$ cat src/hdl/qnd_pkg.sv
package qnd_pkg;
    // queue geometry
    localparam int TAG_W = 5;
    localparam int NTAG = 32;

    // command block encodings
    localparam logic [7:0] OPC_NCQ_NONDATA = 8'h63;
    localparam logic [3:0] SUB_QUEUE_ABORT = 4'h0;
    localparam int SUB_LSB = 0;
    localparam int TYPE_LSB = 4;
    localparam int TAG_LSB = 3;

    // abort types
    localparam logic [3:0] TYPE_ALL = 4'h0;
    localparam logic [3:0] TYPE_STREAMING = 4'h1;
    localparam logic [3:0] TYPE_NONSTREAMING = 4'h2;
    localparam logic [3:0] TYPE_SELECTED = 4'h3;
    localparam logic [15:0] CAP_RESET = 16'h000F;

    // error and status flag positions
    localparam int ERR_ABORTED_BIT = 2;
    localparam int STS_ERR_BIT = 0;
    localparam int STS_SEEK_DONE_BIT = 4;
    localparam int STS_READY_BIT = 6;
    localparam logic [7:0] FLAGS_RESET = 8'h00;

    // controller register map, byte addresses
    localparam logic [7:0] REG_CTRL = 8'h00;
    localparam logic [7:0] REG_CMD = 8'h04;
    localparam logic [7:0] REG_RESULT = 8'h08;
    localparam logic [7:0] REG_ACT = 8'h0C;
    localparam logic [7:0] REG_CAP = 8'h10;
    localparam logic [7:0] REG_IRQ_STATUS = 8'h14;
    localparam logic [7:0] REG_IRQ_MASK = 8'h18;
    localparam int CTRL_GO_BIT = 0;
    localparam int RESULT_BUSY_BIT = 16;
    localparam int IRQ_DONE_BIT = 0;
    localparam int IRQ_REJECT_BIT = 1;
    localparam int IRQ_W = 2;
    localparam logic [31:0] CMD_RESET = 32'h0000_0063;
endpackage

$ cat src/hdl/qnd_link_if.sv
`timescale 1ns/1ns
`default_nettype none
interface qnd_link_if;
    // command block from the host
    logic cmd_valid;
    logic cmd_ready;
    logic [7:0] command;
    logic [7:0] feature;
    logic [7:0] sector_count;
    logic [7:0] sector_number;
    // completion from the device
    logic done;
    logic [7:0] command_error_flags;
    logic [7:0] command_status_flags;
    logic [qnd_pkg::NTAG-1:0] sdb_act;
    logic [15:0] abort_type_cap;

    modport device (
        input cmd_valid, command, feature, sector_count, sector_number,
        output cmd_ready, done, command_error_flags, command_status_flags, sdb_act,
        output abort_type_cap
    );
    modport host (
        output cmd_valid, command, feature, sector_count, sector_number,
        input cmd_ready, done, command_error_flags, command_status_flags, sdb_act,
        input abort_type_cap
    );
endinterface
`default_nettype wire

$ cat src/hdl/qnd_device.sv
`timescale 1ns/1ns
`default_nettype none
// What this block does
// - opcode 63h dispatches to subcommand handling
// - feature low nibble 0h selects queue abort
// - feature high nibble gives abort type
// - host tag in count bits 7-3, unique
// - target tag in sector bits 7-3, type 3
// - host keeps target tag within queue depth
// - type 0h aborts all outstanding
// - type 1h aborts streaming only
// - type 2h aborts non-streaming only
// - type 3h aborts the matching tag
// - supported type succeeds even aborting nothing
// - completion sets ACT for self and aborted
// - reject when queuing is disabled
// - reject when target tag equals own tag
// - reject when target tag is invalid
// - reject unsupported abort type
module qnd_device #(
    parameter logic [15:0] CAP = qnd_pkg::CAP_RESET
) (
    // clock and reset
    input wire logic clk_i,
    input wire logic rst_i,
    // link to the host
    qnd_link_if.device link,
    // queue state from the protocol engine
    input wire logic queue_enabled_i,
    input wire logic [qnd_pkg::TAG_W-1:0] max_tag_i,
    input wire logic [qnd_pkg::NTAG-1:0] outstanding_i,
    input wire logic [qnd_pkg::NTAG-1:0] streaming_i,
    // abort order to the protocol engine
    output logic abort_valid_o,
    output logic [qnd_pkg::NTAG-1:0] abort_mask_o,
    output logic [15:0] reject_count_o
);
    import qnd_pkg::*;

    typedef enum logic [1:0] {
        QND_IDLE,
        QND_DECODE,
        QND_REPORT
    } qnd_state_t;

    qnd_state_t state;
    logic [7:0] cmd_opcode;
    logic [7:0] cmd_feature;
    logic [7:0] cmd_count;
    logic [7:0] cmd_sector;
    logic [3:0] subcommand;
    logic [3:0] abort_type;
    logic [TAG_W-1:0] own_tag;
    logic [TAG_W-1:0] target_tag;
    logic type_ok;
    logic target_bad;
    logic next_reject;
    logic [NTAG-1:0] next_select;
    logic [NTAG-1:0] own_bit;
    logic reject;
    logic [7:0] err_flags;
    logic [7:0] sts_flags;
    logic [NTAG-1:0] act;

    // one command at a time; the engine is idle only between commands
    assign link.cmd_ready = (state == QND_IDLE);
    assign link.done = (state == QND_REPORT);
    assign link.command_error_flags = err_flags;
    assign link.command_status_flags = sts_flags;
    assign link.sdb_act = act;
    assign link.abort_type_cap = CAP;

    // field extraction
    assign subcommand = cmd_feature[SUB_LSB +: 4];
    assign abort_type = cmd_feature[TYPE_LSB +: 4];
    assign own_tag = cmd_count[TAG_LSB +: TAG_W];
    assign target_tag = cmd_sector[TAG_LSB +: TAG_W];
    assign own_bit = NTAG'(1) << own_tag;

    always_ff @(posedge clk_i) begin
        if (rst_i) begin
            state <= QND_IDLE;
        end else begin
            case (state)
                QND_IDLE: begin
                    if (link.cmd_valid) begin
                        state <= QND_DECODE;
                    end
                end
                QND_DECODE: begin
                    state <= QND_REPORT;
                end
                QND_REPORT: begin
                    state <= QND_IDLE;
                end
                default: begin
                    state <= QND_IDLE;
                end
            endcase
        end
    end

    // command block captured at the handshake
    always_ff @(posedge clk_i) begin
        if (rst_i) begin
            cmd_opcode <= 8'h00;
            cmd_feature <= 8'h00;
            cmd_count <= 8'h00;
            cmd_sector <= 8'h00;
        end else if (state == QND_IDLE && link.cmd_valid) begin
            cmd_opcode <= link.command;
            cmd_feature <= link.feature;
            cmd_count <= link.sector_count;
            cmd_sector <= link.sector_number;
        end
    end

    // checks; target tag only matters for a selected abort
    always_comb begin
        type_ok = CAP[abort_type];
        target_bad = 1'b0;
        if (abort_type == TYPE_SELECTED) begin
            target_bad = (target_tag == own_tag)
                || (target_tag > max_tag_i);
        end
        next_reject = (cmd_opcode != OPC_NCQ_NONDATA)
            || (subcommand != SUB_QUEUE_ABORT)
            || !queue_enabled_i
            || !type_ok
            || target_bad;
    end

    // selection of victims; the abort itself never aborts its own tag
    always_comb begin
        case (abort_type)
            TYPE_ALL: begin
                next_select = outstanding_i;
            end
            TYPE_STREAMING: begin
                next_select = outstanding_i & streaming_i;
            end
            TYPE_NONSTREAMING: begin
                next_select = outstanding_i & ~streaming_i;
            end
            TYPE_SELECTED: begin
                next_select = outstanding_i & (NTAG'(1) << target_tag);
            end
            default: begin
                next_select = '0;
            end
        endcase
        next_select = next_select & ~own_bit;
    end

    // verdict, taken against the queue as it stands in the decode cycle
    always_ff @(posedge clk_i) begin
        if (rst_i) begin
            reject <= 1'b0;
        end else if (state == QND_DECODE) begin
            reject <= next_reject;
        end
    end

    // completion flags and set device bits
    always_ff @(posedge clk_i) begin
        if (rst_i) begin
            err_flags <= FLAGS_RESET;
            sts_flags <= FLAGS_RESET;
            act <= '0;
        end else if (state == QND_DECODE) begin
            err_flags <= FLAGS_RESET;
            sts_flags <= FLAGS_RESET;
            sts_flags[STS_READY_BIT] <= 1'b1;
            sts_flags[STS_SEEK_DONE_BIT] <= 1'b1;
            if (next_reject) begin
                err_flags[ERR_ABORTED_BIT] <= 1'b1;
                sts_flags[STS_ERR_BIT] <= 1'b1;
                act <= '0;
            end else begin
                // success even with nothing aborted
                act <= own_bit | next_select;
            end
        end
    end

    // abort order to the engine, pulsed with the completion
    always_ff @(posedge clk_i) begin
        if (rst_i) begin
            abort_valid_o <= 1'b0;
            abort_mask_o <= '0;
        end else begin
            abort_valid_o <= (state == QND_DECODE) && !next_reject;
            abort_mask_o <= (state == QND_DECODE && !next_reject) ? next_select : '0;
        end
    end

    // saturating so a diagnostics read never wraps to a small number
    always_ff @(posedge clk_i) begin
        if (rst_i) begin
            reject_count_o <= 16'h0000;
        end else if (state == QND_REPORT && reject && reject_count_o != 16'hFFFF) begin
            reject_count_o <= reject_count_o + 16'h0001;
        end
    end
endmodule
`default_nettype wire

$ cat src/flat_wrapper.sv
// flat-port wrapper written by rule: the top's interface ports become plain ports
module qnd_device_flat import qnd_pkg::*;
#(
    parameter logic [15:0] CAP = qnd_pkg::CAP_RESET
)
  (clk_i, rst_i, queue_enabled_i, max_tag_i, outstanding_i, streaming_i, abort_valid_o, abort_mask_o, reject_count_o, link_cmd_valid, link_command, link_feature, link_sector_count, link_sector_number, link_cmd_ready, link_done, link_command_error_flags, link_command_status_flags, link_sdb_act, link_abort_type_cap);
  qnd_link_if link_i ();
  input wire logic clk_i;
  input wire logic rst_i;
  input wire logic queue_enabled_i;
  input wire logic [qnd_pkg::TAG_W-1:0] max_tag_i;
  input wire logic [qnd_pkg::NTAG-1:0] outstanding_i;
  input wire logic [qnd_pkg::NTAG-1:0] streaming_i;
  output logic abort_valid_o;
  output logic [qnd_pkg::NTAG-1:0] abort_mask_o;
  output logic [15:0] reject_count_o;
  input wire logic [$bits(link_i.cmd_valid)-1:0] link_cmd_valid;
  input wire logic [$bits(link_i.command)-1:0] link_command;
  input wire logic [$bits(link_i.feature)-1:0] link_feature;
  input wire logic [$bits(link_i.sector_count)-1:0] link_sector_count;
  input wire logic [$bits(link_i.sector_number)-1:0] link_sector_number;
  output wire logic [$bits(link_i.cmd_ready)-1:0] link_cmd_ready;
  output wire logic [$bits(link_i.done)-1:0] link_done;
  output wire logic [$bits(link_i.command_error_flags)-1:0] link_command_error_flags;
  output wire logic [$bits(link_i.command_status_flags)-1:0] link_command_status_flags;
  output wire logic [$bits(link_i.sdb_act)-1:0] link_sdb_act;
  output wire logic [$bits(link_i.abort_type_cap)-1:0] link_abort_type_cap;
  assign link_i.cmd_valid = link_cmd_valid;
  assign link_i.command = link_command;
  assign link_i.feature = link_feature;
  assign link_i.sector_count = link_sector_count;
  assign link_i.sector_number = link_sector_number;
  assign link_cmd_ready = link_i.cmd_ready;
  assign link_done = link_i.done;
  assign link_command_error_flags = link_i.command_error_flags;
  assign link_command_status_flags = link_i.command_status_flags;
  assign link_sdb_act = link_i.sdb_act;
  assign link_abort_type_cap = link_i.abort_type_cap;
  qnd_device #(.CAP(CAP)) u_core (.clk_i(clk_i), .rst_i(rst_i), .link(link_i), .queue_enabled_i(queue_enabled_i), .max_tag_i(max_tag_i), .outstanding_i(outstanding_i), .streaming_i(streaming_i), .abort_valid_o(abort_valid_o), .abort_mask_o(abort_mask_o), .reject_count_o(reject_count_o));
endmodule
$ cat config.mk
export PLATFORM = sky130hd
export DESIGN_NAME = qnd_device_flat
export DESIGN_NICKNAME = d
export VERILOG_FILES = /design/src/hdl/qnd_pkg.sv /design/src/hdl/qnd_link_if.sv /design/src/hdl/qnd_device.sv /design/src/flat_wrapper.sv
export SDC_FILE = /design/constraint.sdc
export NUM_CORES = 1
export LEC_CHECK = 0
export BUFFER_PORTS_ARGS = -buffer_cell sky130_fd_sc_hd__buf_4
export CAP_MARGIN = 25
export CORE_ASPECT_RATIO = 1.25
export CORE_UTILIZATION = 35
export DETAILED_ROUTE_END_ITERATION = 16
export PLACE_DENSITY = 0.73
export SLEW_MARGIN = 20
export SYNTH_ARGS = -nofsm -noshare
export SYNTH_HDL_FRONTEND = slang
export SYNTH_SLANG_ARGS = --single-unit
$ cat constraint.sdc
create_clock -name clk_i -period 2.15 [get_ports clk_i]
set_input_delay 0.1075 -clock clk_i [delete_from_list [all_inputs] [get_ports clk_i]]
set_output_delay 0.1075 -clock clk_i [all_outputs]
set_load 0.02 [all_outputs]
### Word level (Yosys, flattened, before mapping)

Memory sizes are Yosys's and may differ from the RTL's. A register that Yosys moved wholly into a read port is not among the register bits.
Index checks and enable logic that the tools add are counted.

* register bits: 119
* bits in read-only memories: 16
* output and inout bits: 115
* word-level logic and storage cells: 60
* memories: 1

* add/subtract/negate cells: 1
* order comparisons: 2
* eq/ne operators: 9
* shift-type cells: 2
* muxes and demuxes: 9
* bitwise operators: 8
* reduce and logical (&&, ||, !) cells: 16

Memories
* (name not given): depth 16, bits a word 1, rd ports 1, clocked after Yosys merged registers in 1, wr ports 0, RTL line qnd_device.sv:120 `type_ok = CAP[abort_type];`

Operators with widths (number)
* bitwise AND 32 bit: 4
* case mux 32 bit (4 select lines): 1
* NOT 32 bit: 2
* left shift 1 x 5 -> 32 bit, first input constant: 2
* 2-to-1 mux 32 bit: 1
* OR 32 bit: 1
* adder 16 x 1 -> 16 bit, second input constant: 1
* != test 16 bit, second input constant: 1
* equality test 4 x 2 -> 1 bit, second input constant: 2
* 2-to-1 mux 4 bit: 2
* != test 8 x 7 -> 1 bit, second input constant: 1
* equality test 5 bit: 1
* greater-than comparator 5 bit: 1
* logical OR 1 bit: 5
* < comparator 4 x 5 -> 1 bit, second input constant: 1
* equality test 4 x 1 -> 1 bit, second input constant: 1
* logical AND 1 bit: 4
* logical NOT 4 bit: 1
* case mux 2 bit (2 select lines): 1
* nonzero test 4 bit: 1
* logical NOT 1 bit: 3
* 2-to-1 mux 1 bit: 3
* equality test 2 x 1 -> 1 bit, second input constant: 1
* equality test 2 bit, second input constant: 1
* other kinds (5): 5

### Longest topological paths before layout

* word-level depth: 9
* depth in mapped cells: 10
* depth with buffers taken out: 7

### Worst setup path before layout

No wires, ideal clock.

* path kind: reg-to-reg
* start point: reg u_core.cmd_sector[3]
* end point: reg u_core.abort_mask_o[0] (netlist name)
* arrival: 2.173 ns
* required time: 2.062 ns
* slack: -0.110 ns
* stages on the path, launching flop included: 11
* buffers on the path: 3
* clock period less this slack: 2.260 ns
* path through: dfxtp_1 clkbuf_1 inv_1 ha_1 nand2_1 o21ai_2 a31oi_1 or4_1 buf_2 buf_6 nor4_4

* cells in the longest elaborated chain, start to end: 8

RTL lines
* start: declaration: RTL line qnd_device.sv:50 `logic [7:0] cmd_sector;`
* start signal: assignment: RTL line qnd_device.sv:114 `cmd_sector <= link.sector_number;`
* greater-than comparator 5 bit or equality test 5 bit (tied branches): RTL line qnd_device.sv:124, qnd_device.sv:123
* logical OR 1 bit: RTL line qnd_device.sv:124 `|| (target_tag > max_tag_i);`
* 2-to-1 mux 1 bit: RTL line qnd_device.sv:122 `if (abort_type == TYPE_SELECTED) begin`
* logical OR 1 bit: RTL line qnd_device.sv:130 `|| target_bad;`
* logical NOT 1 bit: RTL line qnd_device.sv:193 `abort_mask_o <= (state == QND_DECODE && !next_reject) ? next_select : '0;`
* logical AND 1 bit: RTL line qnd_device.sv:193
* NOT 1 bit (no line)
* OR reduction 2 bit (no line)
* end signal: assignment: RTL line qnd_device.sv:193
* end: declaration: RTL line qnd_device.sv:35 `output logic [qnd_pkg::NTAG-1:0] abort_mask_o,`

Parallel ways exist; a longest one is shown, timed or not.
A chain may end at the register's enable or synchronous reset.

### Worst setup path after layout

* start point: reg u_core.cmd_sector[4]
* end point: reg u_core.abort_mask_o[6] (netlist name)

Same word-level chain as after synthesis.

==> metrics list <==
- The flow ran to the end, but the final reports show violations.
* Violated checks: setup timing
- The synthesized design contains 112 register bits.
- Root buffer selected by CTS: sky130_fd_sc_hd__clkbuf_16
- Commonest cells after routing, fill and taps aside: sky130_fd_sc_hd__buf_4 (216), sky130_fd_sc_hd__nand2_1 (120), sky130_fd_sc_hd__dfxtp_1 (111)
- The floorplan step set the die height to 143 µm.
- After synthesis, flip-flops and latches occupy 40.1% of the total area.
* Vias in the first global route: 5347
* Final Hold Violating Endpoints: 0
* Wire length after detailed routing: 18800 µm
* Critical path capture point type: register
- By area the synthesized netlist is led by sky130_fd_sc_hd__dfxtp_1 (40%), sky130_fd_sc_hd__nand2_1 (8.1%), sky130_fd_sc_hd__nor2_1 (5.1%), sky130_fd_sc_hd__buf_4 (4.2%), sky130_fd_sc_hd__mux2_2 (4.0%).
- Skew-Pair Late Insertion Delay: 0.36 ns
* Congestion Overflow GR: 0
- Post-DP Area: 7180 µm²
- Detailed-route vias per instance: 5.08
* Highest Clock Rate: 463 MHz
* Detailed-route via count: 5726
- Post-Synthesis Cell Area: 5590 µm²
- The clock drives 112 sinks.
- First-pass GRT wire length: 27700 µm
- TritonCTS built the clock tree.
- In this run, placement finished with an instance count of 1071.
- For the pin with the worst max-slew slack, the measured transition is 0.582 ns.
* DRC violation total after the first TritonRoute iteration: 356
* Average detailed-routed wire length per instance: 16.7 µm
- Clock skew on the completed layout was measured at 0.0114 ns.
* Largest net degree at the start of global routing: 36
- Util after Layout: 51.9%
* Fraction of final layout cells sized beyond drive strength 1: 32.3%
- Leaving out fill and tap cells, the most frequent cell in the layout is sky130_fd_sc_hd__buf_4.
- In this run, the combinational gates consume 17.6% of the power.
- Core box area: 15600 µm²
- Once detail routing completed, the nets flagged for antenna violations numbered 0.
- DR pass1 iterations: 7
- Cell internal power was estimated by the tool at 3.42 mW.
- Final hold analysis gives a worst-case slack of 0.00944 ns.
- Relative max-transition margin: 61.1%
- The H-tree was split into 3 levels.
- Sequential share of power: 44.9%
- For this run, the post-layout net count is 1022.
- Power spread over the standard cell area amounts to 589 nW/µm².
* Leakage power figure: 3.44 nW
- Number of clock buffers inserted by TritonCTS: 9
* Reg clk slew, reported paths: 0.08 ns
- Count of pins over their slew limit: 0
- STA classifies the critical path startpoint as a register.
* Proportion of netlist area held by the largest area contributor: 40.1%
- In this run switching power makes up 28.1% of total power.
- Setup repair after global routing could not meet its margin everywhere.
- Estimated wirelength of the detail-placed design: 13300 µm
* Number of synthesized flops with an enable pin: 0
* Synthesized netlist cell count: 696
* Initial antenna violation count: 0
- Fin crit share: 100%
- Among all flip-flop cells after synthesis, the most frequent one is sky130_fd_sc_hd__dfxtp_1.
* Highest net fanout along the worst path: 4
* Number of distinct library cells after synthesis: 55
- Die Outline Area: 16500 µm²
- Arrival time worst endpoint: 2.44 ns
- I/O Pins: 220
- The clock network is responsible for 37.5% of the overall power.
* Maximum vdd drop: 0.307 mV
- Counting flops with an async set or reset pin after synthesis yields a share of 0%.
- Number of warnings printed during yosys synthesis: 0
- Effective utilization at floorplan: 35.9%
- Floorplan die width: 115 µm
- The tightest min-delay check is of the in2reg type.
* Floorplan row count: 51
- Compared with the post-synthesis result, the final layout area differs by 44.4%.
* Switching power of the nets: 1.34 mW
* Total routing usage reported by global routing: 22.2%
- CTS Buffer Depth: 2
* Global placer's final weighted congestion: 0.845
- Count of final setup violators: 1
* Required time at the worst-slack endpoint: 2.43 ns
- Largest area contributor in the netlist: sky130_fd_sc_hd__dfxtp_1
- Setup slack on the critical path of the routed design comes to -0.00784 ns.
- Max-cap violations in this run came to 0.
- The worst setup path is of the reg2reg kind.
- Diodes inserted: 0
* Final critical path time including I/O delays and setup: 2.16 ns
- Finished Cell Area: 8080 µm²
- Average size of a mapped cell: 8.04 µm²
- Post-Layout Cell Count: 1128
- Port-buffer cells: 185
* Residual DRC: 0
==> cells in the mapped netlist (2+ instances only) <==
library cell               count
sky130_fd_sc_hd__nand2_1     120
sky130_fd_sc_hd__dfxtp_1     112
sky130_fd_sc_hd__nor2_1       76
sky130_fd_sc_hd__a21oi_1      43
sky130_fd_sc_hd__o21ai_0      38
sky130_fd_sc_hd__clkbuf_1     33
sky130_fd_sc_hd__buf_4        31
sky130_fd_sc_hd__nor3_1       29
sky130_fd_sc_hd__mux2_2       20
sky130_fd_sc_hd__nand3_1      20
sky130_fd_sc_hd__a31oi_1      17
sky130_fd_sc_hd__mux2i_1      14
sky130_fd_sc_hd__xnor2_1      14
sky130_fd_sc_hd__nor2b_1      10
sky130_fd_sc_hd__inv_1         9
sky130_fd_sc_hd__nor4_1        9
sky130_fd_sc_hd__buf_2         8
sky130_fd_sc_hd__o32ai_1       8
sky130_fd_sc_hd__ha_1          6
sky130_fd_sc_hd__nand2b_1      5
sky130_fd_sc_hd__nand4_1       5
sky130_fd_sc_hd__nor4_4        5
sky130_fd_sc_hd__or2_2         5
sky130_fd_sc_hd__buf_1         4
sky130_fd_sc_hd__nor4b_1       4
sky130_fd_sc_hd__o22ai_1       4
sky130_fd_sc_hd__buf_6         3
sky130_fd_sc_hd__nand3b_1      3
sky130_fd_sc_hd__nor3b_1       3
sky130_fd_sc_hd__nor4bb_1      3
sky130_fd_sc_hd__o211ai_1      3
sky130_fd_sc_hd__a311oi_1      2
sky130_fd_sc_hd__a31o_2        2
sky130_fd_sc_hd__a41o_1        2
sky130_fd_sc_hd__a41oi_1       2
sky130_fd_sc_hd__and3b_1       2
sky130_fd_sc_hd__and4_1        2
sky130_fd_sc_hd__conb_1        2
sky130_fd_sc_hd__o21bai_1      2
==> state kept, by name (all words and copies together) (netlist names) <==
signal	count
u_core.cmd_opcode	8
u_core.link.sdb_act	32
u_core.cmd_count	5
u_core.cmd_sector	5
u_core.type_ok	1
u_core.abort_mask_o	32
u_core.reject_count_o	16
u_core.state	2
u_core.link.command_status_flags	2
u_core.cmd_feature	8
u_core.abort_valid_o	1
==> layer usage <==
layer / vias to the layer above / global-route usage [%] / routed length [µm]
met1: 2651 / 24.7 / 7190
met4: 0 / 9.84 / 525
met3: 43 / 3.84 / 1210
met2: 251 / 40.9 / 9890
li1: 2781 / - / -
met5: - / 0 / 0
==> worst paths after layout <==
kind / end / startpoint / depth (start not counted) / slack, ns
worst min-delay path: u_core.cmd_count[6] / link_sector_count[6] / 3 / 0.009
worst max register to register: u_core.abort_mask_o[6] / u_core.cmd_sector[4] / 7 / -0.008
worst max-delay path: u_core.abort_mask_o[6] / u_core.cmd_sector[4] / 7 / -0.008
worst min register to register: u_core.cmd_opcode[0] / u_core.cmd_opcode[0] / 2 / 0.45
==> metrics by stage <==
step | setup TNS (ns) | setup slack [ns] | total power [mW]
CTS | 0 | 0.0591 | 4.76
global route | -0.535 | -0.0763 | 4.94
detailed placement | -0.465 | -0.106 | 2.93
global placement | 0 | 0.0179 | 2.92
floorplan | 0 | 0.000225 | 2.67
finish | -0.00784 | -0.00784 | 4.75
==> power by group through the flow <==
stage / clock, mW / sequential, mW / combinational, mW
final: 1.78 / 2.13 / 0.838
after global routing: 1.89 / 2.14 / 0.908
after CTS: 1.82 / 2.13 / 0.813
after detailed placement: 0 / 2.18 / 0.752
after global placement: 0 / 2.18 / 0.743
after floorplan: 0 / 2.18 / 0.496
==> cell families (layout without fill, tap and decap cells) <==
kind of cell               count (synthesis)  in the layout  synth area share [%]
and+or+nand+nor                          311            311                  27.5
AOI/OAI and AO/OA                        128            128                  13.6
DFF                                      112            112                  40.1
buffers and inverters                     89            283                  8.66
muxes                                     34             34                  6.53
xor gates and xnor gates                  14             14                  2.19
adders and majority gates                  6              6                  1.34
other                                      2             28                 0.134
==> what timing repair did <==
action                                  CTS  global route
endpoints found under the hold margin    36             0
hold buffers                             36             0
buffers inserted                          1             1
resized for setup                         3            19
cloned                                    1             2
endpoints found under the setup margin    8            24
pin swaps                                 2             9
==> worst max-delay path, stage by stage (launching register included) <==
cell	delay [ns]
sky130_fd_sc_hd__dfxtp_2	0.34
sky130_fd_sc_hd__ha_4	0.21
sky130_fd_sc_hd__nor2b_1	0.14
sky130_fd_sc_hd__o21bai_1	0.19
sky130_fd_sc_hd__a31oi_1	0.13
sky130_fd_sc_hd__or4_4	0.60
sky130_fd_sc_hd__clkbuf_16	0.21
sky130_fd_sc_hd__nor4_4	0.25
==> area by class of cell <==
| class | count | area, µm² |
|---|---|---|
| clock buffer | 9 | 225 |
| clock inverter | 7 | 86.3 |
| fill | 1494 | 7490 |
| inverter | 9 | 33.8 |
| multi-input combinational | 521 | 3100 |
| sequential | 112 | 2240 |
| tap | 212 | 265 |
| timing repair buffer | 258 | 2120 |
No activity file was read; power rests on OpenSTA's default activity.
